===== config.mk =====
export PLATFORM = sky130hd
export DESIGN_NAME = apm_exec
export DESIGN_NICKNAME = d
export VERILOG_FILES = /design/src/apm_pkg.sv /design/src/apm_mac_if.sv /design/src/apm_mac.sv /design/src/apm_exec.sv
export SDC_FILE = /design/constraint.sdc
export NUM_CORES = 1
export LEC_CHECK = 0
export BUFFER_PORTS_ARGS = -buffer_cell sky130_fd_sc_hd__buf_2
export CAP_MARGIN = 0
export CORE_MARGIN = 8
export CORE_UTILIZATION = 33
export CTS_BUF_LIST = sky130_fd_sc_hd__clkbuf_8
export DETAILED_ROUTE_END_ITERATION = 10
export PLACE_DENSITY = 0.45
export SETUP_SLACK_MARGIN = 0.02
export SYNTH_ARGS = -nofsm -noshare
export SYNTH_HDL_FRONTEND = slang
export SYNTH_SLANG_ARGS = --single-unit

===== constraint.sdc =====
create_clock -name i_core_clk -period 15.67 [get_ports i_core_clk]
set_input_delay 3.134 -clock i_core_clk [delete_from_list [all_inputs] [get_ports i_core_clk]]
set_output_delay 3.134 -clock i_core_clk [all_outputs]
set_load 0.005 [all_outputs]

===== src/apm_pkg.sv =====
package apm_pkg;

    // register indices on the byte-wide register port
    localparam logic [4:0] APM_REG_ACC     = 5'h00;
    localparam logic [4:0] APM_REG_ACC_EXT = 5'h01;
    localparam logic [4:0] APM_REG_B       = 5'h02;
    localparam logic [4:0] APM_REG_B_EXT   = 5'h03;
    localparam logic [4:0] APM_REG_PZ_LO   = 5'h04;
    localparam logic [4:0] APM_REG_PZ_HI   = 5'h05;
    localparam logic [4:0] APM_REG_PO_LO   = 5'h06;
    localparam logic [4:0] APM_REG_PO_HI   = 5'h07;
    localparam logic [4:0] APM_REG_CTRL    = 5'h08;
    localparam logic [4:0] APM_REG_STATUS  = 5'h09;
    localparam logic [4:0] APM_REG_IMM_HI  = 5'h0A;
    localparam logic [4:0] APM_REG_IMM_LO  = 5'h0B;
    localparam logic [4:0] APM_REG_CMD     = 5'h0C;
    localparam logic [4:0] APM_REG_PC_LO   = 5'h0D;
    localparam logic [4:0] APM_REG_PC_HI   = 5'h0E;
    localparam logic [4:0] APM_REG_M0      = 5'h10;
    localparam logic [4:0] APM_REG_M4      = 5'h14;

    // control register fields
    localparam int APM_CTRL_SEL   = 0;
    localparam int APM_CTRL_DBG   = 1;
    localparam int APM_CTRL_FLASH = 2;

    // status register fields
    localparam int APM_ST_CY   = 0;
    localparam int APM_ST_OV   = 1;
    localparam int APM_ST_BUSY = 2;
    localparam int APM_ST_ILL  = 3;

    // reset values
    localparam logic [7:0]  APM_RST_BYTE = 8'h00;
    localparam logic [15:0] APM_RST_WORD = 16'h0000;
    localparam logic [39:0] APM_RST_M    = 40'h00_0000_0000;

    // extension prefix and the instruction bytes following it
    localparam logic [7:0] APM_PREFIX   = 8'hA5;
    localparam logic [7:0] APM_OP_MAC   = 8'hA4;
    localparam logic [7:0] APM_OP_LDP   = 8'h90;
    localparam logic [7:0] APM_OP_RD    = 8'hE0;
    localparam logic [7:0] APM_OP_WR    = 8'hF0;
    localparam logic [7:0] APM_OP_BRK   = 8'h00;

    // cycle counts per instruction
    localparam logic [3:0] APM_CYC_MAC  = 4'h9;
    localparam logic [3:0] APM_CYC_LDP  = 4'h4;
    localparam logic [3:0] APM_CYC_RAM  = 4'h3;
    localparam logic [3:0] APM_CYC_SLOW = 4'h5;
    localparam logic [3:0] APM_CYC_BRK  = 4'h2;

    // program counter advance per instruction, prefix included
    localparam logic [15:0] APM_LEN_2 = 16'h0002;
    localparam logic [15:0] APM_LEN_4 = 16'h0004;

    // data space codes on the memory port
    localparam logic [1:0] APM_SP_ERAM  = 2'h0;
    localparam logic [1:0] APM_SP_FLASH = 2'h1;
    localparam logic [1:0] APM_SP_EXT   = 2'h2;

    typedef enum logic [0:0] {
        APM_IDLE = 1'b0,
        APM_RUN  = 1'b1
    } apm_state_e;

    typedef enum logic [2:0] {
        APM_X_NONE = 3'h0,
        APM_X_MAC  = 3'h1,
        APM_X_LDP  = 3'h2,
        APM_X_RD   = 3'h3,
        APM_X_WR   = 3'h4,
        APM_X_BRK  = 3'h5
    } apm_op_e;

endpackage


===== src/apm_mac_if.sv =====
`timescale 1ns/1ps
interface apm_mac_if;
    logic [15:0] op_a;
    logic [15:0] op_b;
    logic [39:0] m;
    logic [39:0] sum;
    logic        ovf;

    modport core (output op_a, output op_b, output m,
                  input sum, input ovf);
    modport unit (input op_a, input op_b, input m,
                  output sum, output ovf);
endinterface // apm_mac_if


===== src/apm_mac.sv =====
`timescale 1ns/1ps
module apm_mac (
    apm_mac_if.unit mac
);
    logic signed [31:0] prod;
    logic        [39:0] prod_x;

    // both operands widened to the product width so no bits are lost
    assign prod   = 32'(signed'(mac.op_a))
                  * 32'(signed'(mac.op_b));
    assign prod_x = {{8{prod[31]}}, prod};
    // plain 40-bit add, carry out dropped on purpose
    assign mac.sum = mac.m + prod_x;
    // same-sign addends giving a result of the other sign
    assign mac.ovf = (mac.m[39] == prod_x[39])
                  && (mac.sum[39] != mac.m[39]);
endmodule // apm_mac


===== src/apm_exec.sv =====
`timescale 1ns/1ps
module apm_exec #(
    parameter int unsigned ERAM_BYTES = 1152
) (
    input  wire logic        i_core_clk,
    input  wire logic        i_rst_n,
    input  wire logic [4:0]  i_reg_addr,
    input  wire logic [7:0]  i_reg_wdata,
    input  wire logic        i_reg_wr,
    input  wire logic        i_reg_rd,
    output logic      [7:0]  o_reg_rdata,
    output logic      [15:0] o_mem_addr,
    output logic      [1:0]  o_mem_space,
    output logic             o_mem_rd,
    output logic             o_mem_wr,
    output logic      [7:0]  o_mem_wdata,
    input  wire logic [7:0]  i_mem_rdata,
    output logic             o_busy,
    output logic             o_debug_break
);

    apm_mac_if mac_if ();

    apm_mac u_mac (
        .mac (mac_if.unit)
    );

    apm_pkg::apm_state_e state_q;
    apm_pkg::apm_op_e    op_q;
    apm_pkg::apm_op_e    op_new;
    logic [3:0]  cnt_q;
    logic [3:0]  cyc_new;
    logic [7:0]  acc_q;
    logic [7:0]  acc_ext_q;
    logic [7:0]  b_q;
    logic [7:0]  b_ext_q;
    logic [15:0] pz_q;
    logic [15:0] po_q;
    logic [15:0] imm_q;
    logic [15:0] pc_q;
    logic [39:0] m_q;
    logic        sel_q;
    logic        dbg_q;
    logic        flash_q;
    logic        cy_q;
    logic        ov_q;
    logic        ill_q;
    logic        prefix_q;
    logic [7:0]  rdata_q;
    logic [7:0]  rd_mux;
    logic [15:0] mem_addr_q;
    logic [1:0]  mem_space_q;
    logic        mem_rd_q;
    logic        mem_wr_q;
    logic [7:0]  mem_wdata_q;
    logic        brk_q;

    // register port decode; writes are refused while an instruction runs
    wire busy    = (state_q == apm_pkg::APM_RUN);
    wire wr_ok   = i_reg_wr & ~busy;
    wire we_acc  = wr_ok & (i_reg_addr == apm_pkg::APM_REG_ACC);
    wire we_acx  = wr_ok & (i_reg_addr == apm_pkg::APM_REG_ACC_EXT);
    wire we_b    = wr_ok & (i_reg_addr == apm_pkg::APM_REG_B);
    wire we_bx   = wr_ok & (i_reg_addr == apm_pkg::APM_REG_B_EXT);
    wire we_pzl  = wr_ok & (i_reg_addr == apm_pkg::APM_REG_PZ_LO);
    wire we_pzh  = wr_ok & (i_reg_addr == apm_pkg::APM_REG_PZ_HI);
    wire we_pol  = wr_ok & (i_reg_addr == apm_pkg::APM_REG_PO_LO);
    wire we_poh  = wr_ok & (i_reg_addr == apm_pkg::APM_REG_PO_HI);
    wire we_ctrl = wr_ok & (i_reg_addr == apm_pkg::APM_REG_CTRL);
    wire we_st   = wr_ok & (i_reg_addr == apm_pkg::APM_REG_STATUS);
    wire we_imh  = wr_ok & (i_reg_addr == apm_pkg::APM_REG_IMM_HI);
    wire we_iml  = wr_ok & (i_reg_addr == apm_pkg::APM_REG_IMM_LO);
    wire we_cmd  = wr_ok & (i_reg_addr == apm_pkg::APM_REG_CMD);
    wire we_pcl  = wr_ok & (i_reg_addr == apm_pkg::APM_REG_PC_LO);
    wire we_pch  = wr_ok & (i_reg_addr == apm_pkg::APM_REG_PC_HI);
    wire we_m    = wr_ok & (i_reg_addr >= apm_pkg::APM_REG_M0)
                         & (i_reg_addr <= apm_pkg::APM_REG_M4);
    wire [2:0] m_idx = 3'(i_reg_addr - apm_pkg::APM_REG_M0);

    // alternate pointer and its data space
    wire [15:0] alt_ptr = sel_q ? pz_q : po_q;
    wire        in_eram = alt_ptr < 16'(ERAM_BYTES);
    wire [1:0]  space   = in_eram ? apm_pkg::APM_SP_ERAM
                        : flash_q ? apm_pkg::APM_SP_FLASH
                        : apm_pkg::APM_SP_EXT;
    wire [3:0]  cyc_mem = in_eram ? apm_pkg::APM_CYC_RAM
                                  : apm_pkg::APM_CYC_SLOW;

    // instruction decode; an opcode is only taken after the prefix byte
    wire is_pre  = we_cmd & ~prefix_q
                 & (i_reg_wdata == apm_pkg::APM_PREFIX);
    wire known   = (op_new != apm_pkg::APM_X_NONE);
    wire start   = we_cmd & prefix_q & known;
    wire bad_cmd = we_cmd & ~is_pre & ~start;

    assign op_new =
        (i_reg_wdata == apm_pkg::APM_OP_MAC) ? apm_pkg::APM_X_MAC :
        (i_reg_wdata == apm_pkg::APM_OP_LDP) ? apm_pkg::APM_X_LDP :
        (i_reg_wdata == apm_pkg::APM_OP_RD)  ? apm_pkg::APM_X_RD  :
        (i_reg_wdata == apm_pkg::APM_OP_WR)  ? apm_pkg::APM_X_WR  :
        (i_reg_wdata == apm_pkg::APM_OP_BRK) ? apm_pkg::APM_X_BRK :
                                               apm_pkg::APM_X_NONE;

    assign cyc_new =
        (op_new == apm_pkg::APM_X_MAC) ? apm_pkg::APM_CYC_MAC :
        (op_new == apm_pkg::APM_X_LDP) ? apm_pkg::APM_CYC_LDP :
        (op_new == apm_pkg::APM_X_BRK) ? apm_pkg::APM_CYC_BRK :
                                         cyc_mem;

    // the last cycle of an instruction commits all of its effects
    wire commit = busy & (cnt_q == 4'h1);
    wire c_mac  = commit & (op_q == apm_pkg::APM_X_MAC);
    wire c_ldp  = commit & (op_q == apm_pkg::APM_X_LDP);
    wire c_rd   = commit & (op_q == apm_pkg::APM_X_RD);
    wire c_brk  = commit & (op_q == apm_pkg::APM_X_BRK);
    wire brk_hit = c_brk & dbg_q;
    wire [15:0] pc_len = (op_q == apm_pkg::APM_X_LDP) ? apm_pkg::APM_LEN_4
                                                      : apm_pkg::APM_LEN_2;

    // operand bytes are only read by the multiplier, never written back
    assign mac_if.op_a = {acc_ext_q, acc_q};
    assign mac_if.op_b = {b_ext_q, b_q};
    assign mac_if.m    = m_q;

    always_ff @(posedge i_core_clk or negedge i_rst_n)
    begin
        if (!i_rst_n)
        begin
            state_q <= apm_pkg::APM_IDLE;
            op_q    <= apm_pkg::APM_X_NONE;
            cnt_q   <= 4'h0;
        end
        else if (start)
        begin
            state_q <= apm_pkg::APM_RUN;
            op_q    <= op_new;
            cnt_q   <= cyc_new;
        end
        else if (commit)
        begin
            state_q <= apm_pkg::APM_IDLE;
            op_q    <= apm_pkg::APM_X_NONE;
            cnt_q   <= 4'h0;
        end
        else if (busy)
        begin
            cnt_q <= cnt_q - 4'h1;
        end
    end

    always_ff @(posedge i_core_clk or negedge i_rst_n)
    begin
        if (!i_rst_n)
        begin
            prefix_q <= 1'b0;
        end
        else if (we_cmd)
        begin
            prefix_q <= is_pre;
        end
    end

    // operand bytes: the accumulator byte also takes read data
    always_ff @(posedge i_core_clk or negedge i_rst_n)
    begin
        if (!i_rst_n)
        begin
            acc_q     <= apm_pkg::APM_RST_BYTE;
            acc_ext_q <= apm_pkg::APM_RST_BYTE;
            b_q       <= apm_pkg::APM_RST_BYTE;
            b_ext_q   <= apm_pkg::APM_RST_BYTE;
        end
        else
        begin
            if (c_rd)
                acc_q <= i_mem_rdata;
            else if (we_acc)
                acc_q <= i_reg_wdata;
            if (we_acx)
                acc_ext_q <= i_reg_wdata;
            if (we_b)
                b_q <= i_reg_wdata;
            if (we_bx)
                b_ext_q <= i_reg_wdata;
        end
    end

    always_ff @(posedge i_core_clk or negedge i_rst_n)
    begin
        if (!i_rst_n)
        begin
            pz_q <= apm_pkg::APM_RST_WORD;
            po_q <= apm_pkg::APM_RST_WORD;
        end
        else
        begin
            if (c_ldp & sel_q)
                pz_q <= imm_q;
            else if (we_pzl)
                pz_q[7:0] <= i_reg_wdata;
            else if (we_pzh)
                pz_q[15:8] <= i_reg_wdata;
            if (c_ldp & ~sel_q)
                po_q <= imm_q;
            else if (we_pol)
                po_q[7:0] <= i_reg_wdata;
            else if (we_poh)
                po_q[15:8] <= i_reg_wdata;
        end
    end

    // immediate bytes three and four of the pointer load
    always_ff @(posedge i_core_clk or negedge i_rst_n)
    begin
        if (!i_rst_n)
            imm_q <= apm_pkg::APM_RST_WORD;
        else if (we_imh)
            imm_q[15:8] <= i_reg_wdata;
        else if (we_iml)
            imm_q[7:0] <= i_reg_wdata;
    end

    always_ff @(posedge i_core_clk or negedge i_rst_n)
    begin
        if (!i_rst_n)
        begin
            sel_q   <= 1'b0;
            dbg_q   <= 1'b0;
            flash_q <= 1'b0;
        end
        else if (we_ctrl)
        begin
            sel_q   <= i_reg_wdata[apm_pkg::APM_CTRL_SEL];
            dbg_q   <= i_reg_wdata[apm_pkg::APM_CTRL_DBG];
            flash_q <= i_reg_wdata[apm_pkg::APM_CTRL_FLASH];
        end
    end

    // flags: carry and overflow change only on the accumulate or a status write
    always_ff @(posedge i_core_clk or negedge i_rst_n)
    begin
        if (!i_rst_n)
        begin
            cy_q  <= 1'b0;
            ov_q  <= 1'b0;
            ill_q <= 1'b0;
        end
        else
        begin
            if (c_mac)
            begin
                cy_q <= mac_if.sum[39];
                ov_q <= ov_q | mac_if.ovf;
            end
            else if (we_st)
            begin
                cy_q <= i_reg_wdata[apm_pkg::APM_ST_CY];
                ov_q <= i_reg_wdata[apm_pkg::APM_ST_OV];
            end
            // a new fault wins over a software clear
            if (bad_cmd)
                ill_q <= 1'b1;
            else if (we_st)
                ill_q <= i_reg_wdata[apm_pkg::APM_ST_ILL];
        end
    end

    always_ff @(posedge i_core_clk or negedge i_rst_n)
    begin
        if (!i_rst_n)
            m_q <= apm_pkg::APM_RST_M;
        else if (c_mac)
            m_q <= mac_if.sum;
        else if (we_m)
            m_q[m_idx*8 +: 8] <= i_reg_wdata;
    end

    // a taken breakpoint holds the counter for the debug unit
    always_ff @(posedge i_core_clk or negedge i_rst_n)
    begin
        if (!i_rst_n)
            pc_q <= apm_pkg::APM_RST_WORD;
        else if (commit & ~brk_hit)
            pc_q <= pc_q + pc_len;
        else if (we_pcl)
            pc_q[7:0] <= i_reg_wdata;
        else if (we_pch)
            pc_q[15:8] <= i_reg_wdata;
    end

    always_ff @(posedge i_core_clk or negedge i_rst_n)
    begin
        if (!i_rst_n)
            brk_q <= 1'b0;
        else
            brk_q <= brk_hit;
    end

    // memory strobes stand for the whole access, address held steady
    wire mem_go = start & ((op_new == apm_pkg::APM_X_RD)
                        | (op_new == apm_pkg::APM_X_WR));

    always_ff @(posedge i_core_clk or negedge i_rst_n)
    begin
        if (!i_rst_n)
        begin
            mem_addr_q  <= apm_pkg::APM_RST_WORD;
            mem_space_q <= apm_pkg::APM_SP_ERAM;
            mem_rd_q    <= 1'b0;
            mem_wr_q    <= 1'b0;
            mem_wdata_q <= apm_pkg::APM_RST_BYTE;
        end
        else if (mem_go)
        begin
            mem_addr_q  <= alt_ptr;
            mem_space_q <= space;
            mem_rd_q    <= (op_new == apm_pkg::APM_X_RD);
            mem_wr_q    <= (op_new == apm_pkg::APM_X_WR);
            mem_wdata_q <= acc_q;
        end
        else if (commit)
        begin
            mem_rd_q <= 1'b0;
            mem_wr_q <= 1'b0;
        end
    end

    // register read-back
    always_comb
    begin
        rd_mux = 8'h00;
        unique case (i_reg_addr)
            apm_pkg::APM_REG_ACC:     rd_mux = acc_q;
            apm_pkg::APM_REG_ACC_EXT: rd_mux = acc_ext_q;
            apm_pkg::APM_REG_B:       rd_mux = b_q;
            apm_pkg::APM_REG_B_EXT:   rd_mux = b_ext_q;
            apm_pkg::APM_REG_PZ_LO:   rd_mux = pz_q[7:0];
            apm_pkg::APM_REG_PZ_HI:   rd_mux = pz_q[15:8];
            apm_pkg::APM_REG_PO_LO:   rd_mux = po_q[7:0];
            apm_pkg::APM_REG_PO_HI:   rd_mux = po_q[15:8];
            apm_pkg::APM_REG_CTRL:    rd_mux = {5'h00, flash_q, dbg_q, sel_q};
            apm_pkg::APM_REG_STATUS:  rd_mux = {4'h0, ill_q, busy, ov_q, cy_q};
            apm_pkg::APM_REG_IMM_HI:  rd_mux = imm_q[15:8];
            apm_pkg::APM_REG_IMM_LO:  rd_mux = imm_q[7:0];
            apm_pkg::APM_REG_PC_LO:   rd_mux = pc_q[7:0];
            apm_pkg::APM_REG_PC_HI:   rd_mux = pc_q[15:8];
            default:
            begin
                if (we_m | (i_reg_addr >= apm_pkg::APM_REG_M0
                          && i_reg_addr <= apm_pkg::APM_REG_M4))
                    rd_mux = m_q[m_idx*8 +: 8];
                else
                    rd_mux = 8'h00;
            end
        endcase
    end

    // read data live for one cycle only, zero otherwise
    always_ff @(posedge i_core_clk or negedge i_rst_n)
    begin
        if (!i_rst_n)
            rdata_q <= 8'h00;
        else
            rdata_q <= i_reg_rd ? rd_mux : 8'h00;
    end

    assign o_reg_rdata   = rdata_q;
    assign o_mem_addr    = mem_addr_q;
    assign o_mem_space   = mem_space_q;
    assign o_mem_rd      = mem_rd_q;
    assign o_mem_wr      = mem_wr_q;
    assign o_mem_wdata   = mem_wdata_q;
    assign o_busy        = busy;
    assign o_debug_break = brk_q;

endmodule // apm_exec


==> impl_metrics.yaml, run 1 <==
finish:
  multiInputGateArea_um2: 15020
  drive_gt1_share_pct: 7.956
  syn_to_final_growth_pct: 7.182
  fill_cells: 6594
  antenna_cells: 0
  ff_latch_area_um2: 4705
  final_nets: 2770
placed_design:
  place_congestion: 0.8828
  detailed_place_hpwl_um: 56040
  place_ws_ns: 6.381
  io_buffer_count: 62
setup_path:
  setup.worst_path.end: "m_q[38]"
  critPathArrivalTime_ns: 9.84
  end_kind: "flip-flop"
  startpoint_type: "flip-flop"
  crit_required_ns: 16.12
  startpoint: "acc_q[7]"
  worstRegToRegCells: 29
  critical_path_class: "flip-flop to flip-flop"
  critPathSlowestCell: "dfrtp_1"
  cpPeakStageDelay_ns: 1.03
  cpMostUsedCell: "fa_1"
  reg2reg_to: "m_q[38]"
  crit_path_max_fanout: 19
  worstReg2RegStart: "acc_q[7]"
  reg2reg_setup_slack_ns: 6.28
global_routing:
  grt_first_pass_wirelength_um: 111400
  overflow: 0
  grt_start_max_net_pins: 74
  grt_pass1_vias: 17760
  antenna_found_initial: 2
  grt_usage_pct: 19.83
detailed_routing:
  dr.pass1.iters: 5
  antenna_left: 0
  drt_wl_total_um: 72360
  route.detailed.drc: 0
  drt_iter0_markers: 1187
  drt-vias-per-instance: 5.318
  vias: 17110
  wl_per_cell_um: 22.49
sta:
  drv_slew: 0
  skew_ns: 0.02473
  worstMarginPinSlew_ns: 1.127
  grt_setup_unrepaired: "false"
  finalSetupTns_ns: 0
  setup_violations: 0
  slew_headroom_pct: 24.32
  fmax_mhz: 106.5
  min_period_over_period_pct: 59.92
  fin_ws_ns: 6.281
  min_period_ns: 9.389
  finalHoldViolations: 0
yosys:
  synthesis.nets: 2780
  synth-seq-cells: 188
  synth_cell_types: 80
  synth-seq-area-share_pct: 21.92
  syn_area_um2: 21460
  synth_top_area_share_pct: 24.63
  synthArstFlopShare_pct: 100.0
  syn_inst: 2361
  ys_warn_count: 0
  synth_ff_type: "dfrtp_1"
  syn_area_per_cell_um2: 9.090
  synth_edf_count: 0
  synth_top_cell_by_area: "fa_1"
  synth_area_leaders: "fa_1 (25%), dfrtp_1 (22%), ha_1 (7.6%)"
job:
  drv_cap: 0
clock_tree:
  path_clk_slew_ns: 0.12
  cts_setup_buffers: 0
  clock_tree.buffer_depth: 2
  h-tree-depth: 4
  ctsHoldBuffers: 0
  cts.sinks: 188
  clk_latency_ns: 0.57
  ctsResizeCount: 0
  numCtsBuffers: 17
  clockRootBuffer: "clkbuf_8"
  tritoncts: "done"
outcome:
  status: "complete, no violations"
die:
  core.rowCount: 93
  die_area_um2: 73450
  initial_core_util_pct: 33.35
  die_x_um: 271.0
  ios: 63
  coreArea_um2: 64350
  fp.dieH_um: 271.0
hold_path:
  min_path_type: "flip-flop to flip-flop"
-- through the flow --
step | cell area [um^2] | utilization (%) | std cells | hold WS, ns
after detailed placement | 22580 | 35.10 | 3187 | 0.4655
after global placement | 22580 | 35.10 | 3187 | 0.4666
after CTS | 23000 | 35.75 | 3218 | 0.4942
after global routing | 23000 | 35.75 | 3218 | 0.5148
after floorplan | 21460 | - | 2361 | 0.4466
final | 23000 | 35.75 | 3218 | 0.4908
-- final cells by class --
type	instances	share of cell area (%)
flip-flops and latches	188	20.45
clock inverters	14	0.8050
well taps	855	4.651
repair buffers	80	1.974
clock buffers	17	1.017
inverters	357	5.825
multi-input cells	1707	65.28
-- state kept, by name, indices dropped and copies added (netlist names), 2 cells and up --
name and count:
m_q 40, imm_q 16, o_mem_addr 16, pc_q 16
po_q 16, pz_q 16, acc_ext_q 8, acc_q 8
b_ext_q 8, b_q 8, o_mem_wdata 8, o_reg_rdata 8
cnt_q 4, op_q 3, o_mem_space 2
-- critical path: cells and delay by family (launching register included) --
kind	cells	cell delay, ns
DFF	1	1.03
AOI/OAI and AO/OA	12	2.66
and+or+nand+nor	4	1.05
xor gates and xnor gates	2	0.46
buffers and inverters	3	0.16
adders and majority gates	8	3.92
-- cells in the mapped netlist (12+ instances only) --
cell,count
a211oi_1,16
and3_1,20
nand4_1,18
mux2_2,47
a31oi_1,15
ha_1,130
a21o_1,40
dfrtp_1,188
nand2b_1,21
nand2_1,316
o21ai_0,102
xnor2_1,43
inv_1,356
a22oi_1,61
clkbuf_1,92
nor3_1,26
a21oi_1,86
nand3_1,29
mux2i_1,48
fa_1,264
nor2_1,96
xor2_1,23
and2_1,127
or3_1,12
-- worst min path at each step --
stage | cells after the start | from | slack, ns | end
3_5_place_dp | 2 | o_mem_space[0] | 0.47 | o_mem_space[0]
6_report | 2 | o_mem_space[0] | 0.49 | o_mem_space[0]
4_1_cts | 2 | o_mem_space[0] | 0.49 | o_mem_space[0]
2_1_floorplan | 2 | pc_q[0] | 0.45 | pc_q[0]
3_3_place_gp | 2 | o_mem_addr[5] | 0.47 | o_mem_addr[5]
5_1_grt | 2 | o_mem_addr[1] | 0.51 | o_mem_addr[1]
-- routing by layer --
metal / part of all wire (%) / wire length, um / vias up / track usage [%]
li1: - / - / 7766 / -
met3: 4.3 / 3104 / 116 / 2.558
met4: 4.0 / 2919 / 2 / 8.045
met5: 0.014 / 10 / - / 0
met1: 44 / 31480 / 8755 / 25.81
met2: 48 / 34840 / 475 / 33.10
-- cell usage in the layout (no fill, tap or decap), types with 21 or more instances in the layout --
master	count
mux2_2	47
and2_1	127
fa_1	264
nor3_1	23
o21ai_0	102
a21oi_1	86
a22oi_1	61
buf_2	61
inv_1	356
a21o_1	40
nor2_1	96
dfrtp_1	188
xor2_1	23
nand3_1	29
ha_1	130
mux2i_1	48
nand2b_1	21
nand2_1	316
xnor2_1	43
-- cells by family after synthesis --
| kind of cell | after synthesis | share of synthesized area, % |
|---|---|---|
| fa+ha+maj | 394 | 32.20 |
| compound gates | 430 | 13.26 |
| buf+inv | 466 | 8.249 |
| flops | 188 | 21.92 |
| mux | 103 | 5.544 |
| xor+xnor | 67 | 2.804 |
| simple gates | 713 | 16.02 |
Power of run 1 is left out: the tool's default activity adds up to more than one toggle a clock period on the data nets, which glitch-free logic cannot reach.
==> run 2: changes to the inputs <==
ABC_AREA = 1   (was default)
clock period = 9.77 ns   (was 15.67 ns; I/O delays follow)
==> run 2 against run 1 <==
Via count is 22% higher. Synthesized cell count increased by 35%. Critical path type unchanged. Sequential cell count unchanged. Non-clock buffer count stayed put. Sequential share of layout area is 1.5 points lower. Count of clock-buffer cells in the layout up 1. Cell count increased by 29%. Area after synthesis is 7.9% higher. Design area increased by 7.8%.
==> impl_metrics.yaml, run 2 <==
yosys:
  synth_area_leaders: "fa_1 (23%), dfrtp_1 (20%), nand2_1 (12%)"
  synth_cell_types: 61
  synth_top_area_share_pct: 22.83
  synth-xor-area-share_pct: 1.324
  synth-seq-area-share_pct: 20.32
  synth_edf_count: 0
  muxShareOfSynthArea_pct: 0.6052
  synthTopCellsByCount: "nand2_1 (762), inv_1 (741), fa_1 (264)"
  synth_compound_area_share_pct: 12.96
  synth-simple-area-share_pct: 20.79
  synthesis.nets: 3602
  synth_fa_ha_area_share_pct: 29.85
  syn_inst: 3183
  ys_warn_count: 0
  syn_area_um2: 23150
  synth_top_cell_by_area: "fa_1"
  synth_ff_type: "dfrtp_1"
  synthArstFlopShare_pct: 100.0
  syn_area_per_cell_um2: 7.274
  yosysMostFrequentCell: "nand2_1"
  synth_top_family_by_area: "adder cells"
  synth-seq-cells: 188
finish:
  fill_cells: 7538
  final_nets: 3603
  final_cell_mix: "nand2_1 (762), inv_1 (741), fa_1 (264)"
  layout_commonest_cell: "nand2_1"
  largest_reg_flops: 40
  syn_to_final_growth_pct: 7.139
  finalNonFillerCells: 4140
  regMostFlops: "m_q"
  final_cell_area_um2: 24810
  drive_gt1_share_pct: 5.192
placed_design:
  placed_cell_area_um2: 24380
  place_congestion: 0.9444
  detailed_place_hpwl_um: 69810
  dp_cells: 4105
  io_buffer_count: 62
  place_ws_ns: 1.238
clock_tree:
  cts_setup_buffers: 0
  h-tree-depth: 4
  clockRootBuffer: "clkbuf_8"
  clock_tree.buffer_depth: 2
  path_clk_slew_ns: 0.13
  cts.sinks: 188
  ctsResizeCount: 0
  ctsHoldBuffers: 0
  numCtsBuffers: 17
  clk_latency_ns: 0.59
  tritoncts: "done"
detailed_routing:
  drt_iter0_markers: 1993
  drt-vias-per-instance: 5.044
  vias: 20880
  dr.pass1.iters: 8
  antenna_left: 0
  wl_per_cell_um: 20.68
  route.detailed.drc: 0
  drt_wl_total_um: 85600
sta:
  fmax_mhz: 117.1
  setup_violations: 0
  min_period_over_period_pct: 87.43
  fin_ws_ns: 1.228
  min_period_ns: 8.542
  worstMarginPinSlew_ns: 1.024
  grt_setup_unrepaired: "false"
  skew_ns: 0.03269
  slew_headroom_pct: 31.73
  drv_slew: 0
  finalSetupTns_ns: 0
  finalHoldViolations: 0
global_routing:
  grt_pass1_vias: 21070
  grt_first_pass_wirelength_um: 133000
  overflow: 0
  grt_start_max_net_pins: 65
  grt_usage_pct: 22.15
  antenna_found_initial: 7
setup_path:
  startpoint: "acc_ext_q[7]"
  reg2reg_setup_slack_ns: 1.23
  crit_required_ns: 10.27
  worstRegToRegCells: 27
  critical_path_class: "flip-flop to flip-flop"
  end_kind: "flip-flop"
  startpoint_type: "flip-flop"
  worstReg2RegStart: "acc_ext_q[7]"
  critPathArrivalTime_ns: 9.05
  crit_path_max_fanout: 18
  setup.worst_path.end: "m_q[39]"
  reg2reg_to: "m_q[39]"
job:
  drv_cap: 0
die:
  core.rowCount: 97
  coreArea_um2: 69790
  initial_core_util_pct: 33.18
  die_area_um2: 78890
  die_x_um: 280.9
  ios: 63
  fp.dieH_um: 280.9
hold_path:
  min_path_type: "flip-flop to flip-flop"
outcome:
  status: "complete, no violations"
run 2: cell types whose count changed in the layout (fill, tap and decap cells not counted), moves of 34 or more:
cell,before,now
o21ai_0,102,190
nand2_1,316,762
inv_1,356,741
and2_1,127,0
nand3_1,29,82
a21oi_1,86,149
a22oi_1,61,4
mux2i_1,48,14
a21o_1,40,6
nor2_1,96,241
mux2_2,47,0
run 2: area by class of cell:
type                            instances  area (um^2)  share of cell area (%)
Clock inverter                         14        173.9                  0.7011
Clock buffer                           18        247.7                  0.9987
Antenna cell                            3        7.507                 0.03026
Sequential cell                       188         4705                   18.96
Multi-Input combinational cell       2134        15180                   61.19
Tap cell                              940         1176                   4.741
Inverter                              763         2864                   11.55
Timing Repair Buffer                   80        454.2                   1.831
run 2: worst min-delay path by stage:
stage                               from              to  slack [ns]  cells after the start
after CTS                 o_mem_addr[11]  o_mem_addr[11]        0.49                      2
after global routing       o_mem_addr[6]   o_mem_addr[6]        0.51                      2
after floorplan                    dbg_q           dbg_q        0.45                      2
after detailed placement  o_mem_addr[11]  o_mem_addr[11]        0.46                      2
final                      o_mem_addr[3]   o_mem_addr[3]        0.49                      2
after global placement    o_mem_wdata[1]  o_mem_wdata[1]        0.46                      2
run 2: kinds of logic (layout without fill, tap and decap cells):
kind of cell,count (synthesis),after routing
and+or+nand+nor,1179,1179
buffers and inverters,861,875
AOI/OAI and AO/OA,512,512
adders and majority gates,394,394
DFF,188,188
xor gates and xnor gates,35,35
muxes,14,14
other,0,3
run 2: worst max-delay path, cell delays in order (launching register included):
cell and delay [ns]:
dfrtp_1 0.82, nand2_1 0.28, fa_1 0.64, inv_1 0.06
fa_1 0.85, fa_1 0.54, fa_1 0.52, fa_1 0.54
inv_1 0.05, fa_1 0.53, inv_1 0.04, ha_1 0.35
nand2_1 0.09, nor2_1 0.17, nand4_1 0.19, nor4_1 0.21
nand2_1 0.13, o2111ai_1 0.17, xor2_1 0.23, ha_1 0.34
a21o_1 0.25, a31oi_1 0.39, o21ai_0 0.23, a21oi_1 0.19
nand3_1 0.13, nand3_1 0.10, nand3_1 0.18, a21oi_1 0.21
run 2: routing by layer:
| metal | part of all wire [%] | GRT usage, % | up-vias |
|---|---|---|---|
| met5 | 0 | 0 | - |
| met1 | 48 | 33.22 | 10270 |
| met4 | 2.1 | 5.517 | 0 |
| met3 | 6.5 | 2.689 | 86 |
| met2 | 44 | 33.45 | 731 |
| li1 | - | - | 9792 |
run 2: stage by stage:
| stage | utilization [%] | hold slack, ns |
|---|---|---|
| 2_1_floorplan | - | 0.4530 |
| 3_3_place_gp | 34.93 | 0.4594 |
| 3_5_place_dp | 34.93 | 0.4643 |
| 4_1_cts | 35.54 | 0.4891 |
| 5_1_grt | 35.54 | 0.5122 |
| 6_report | 35.55 | 0.4930 |
Power of run 2 is left out for the same reason.
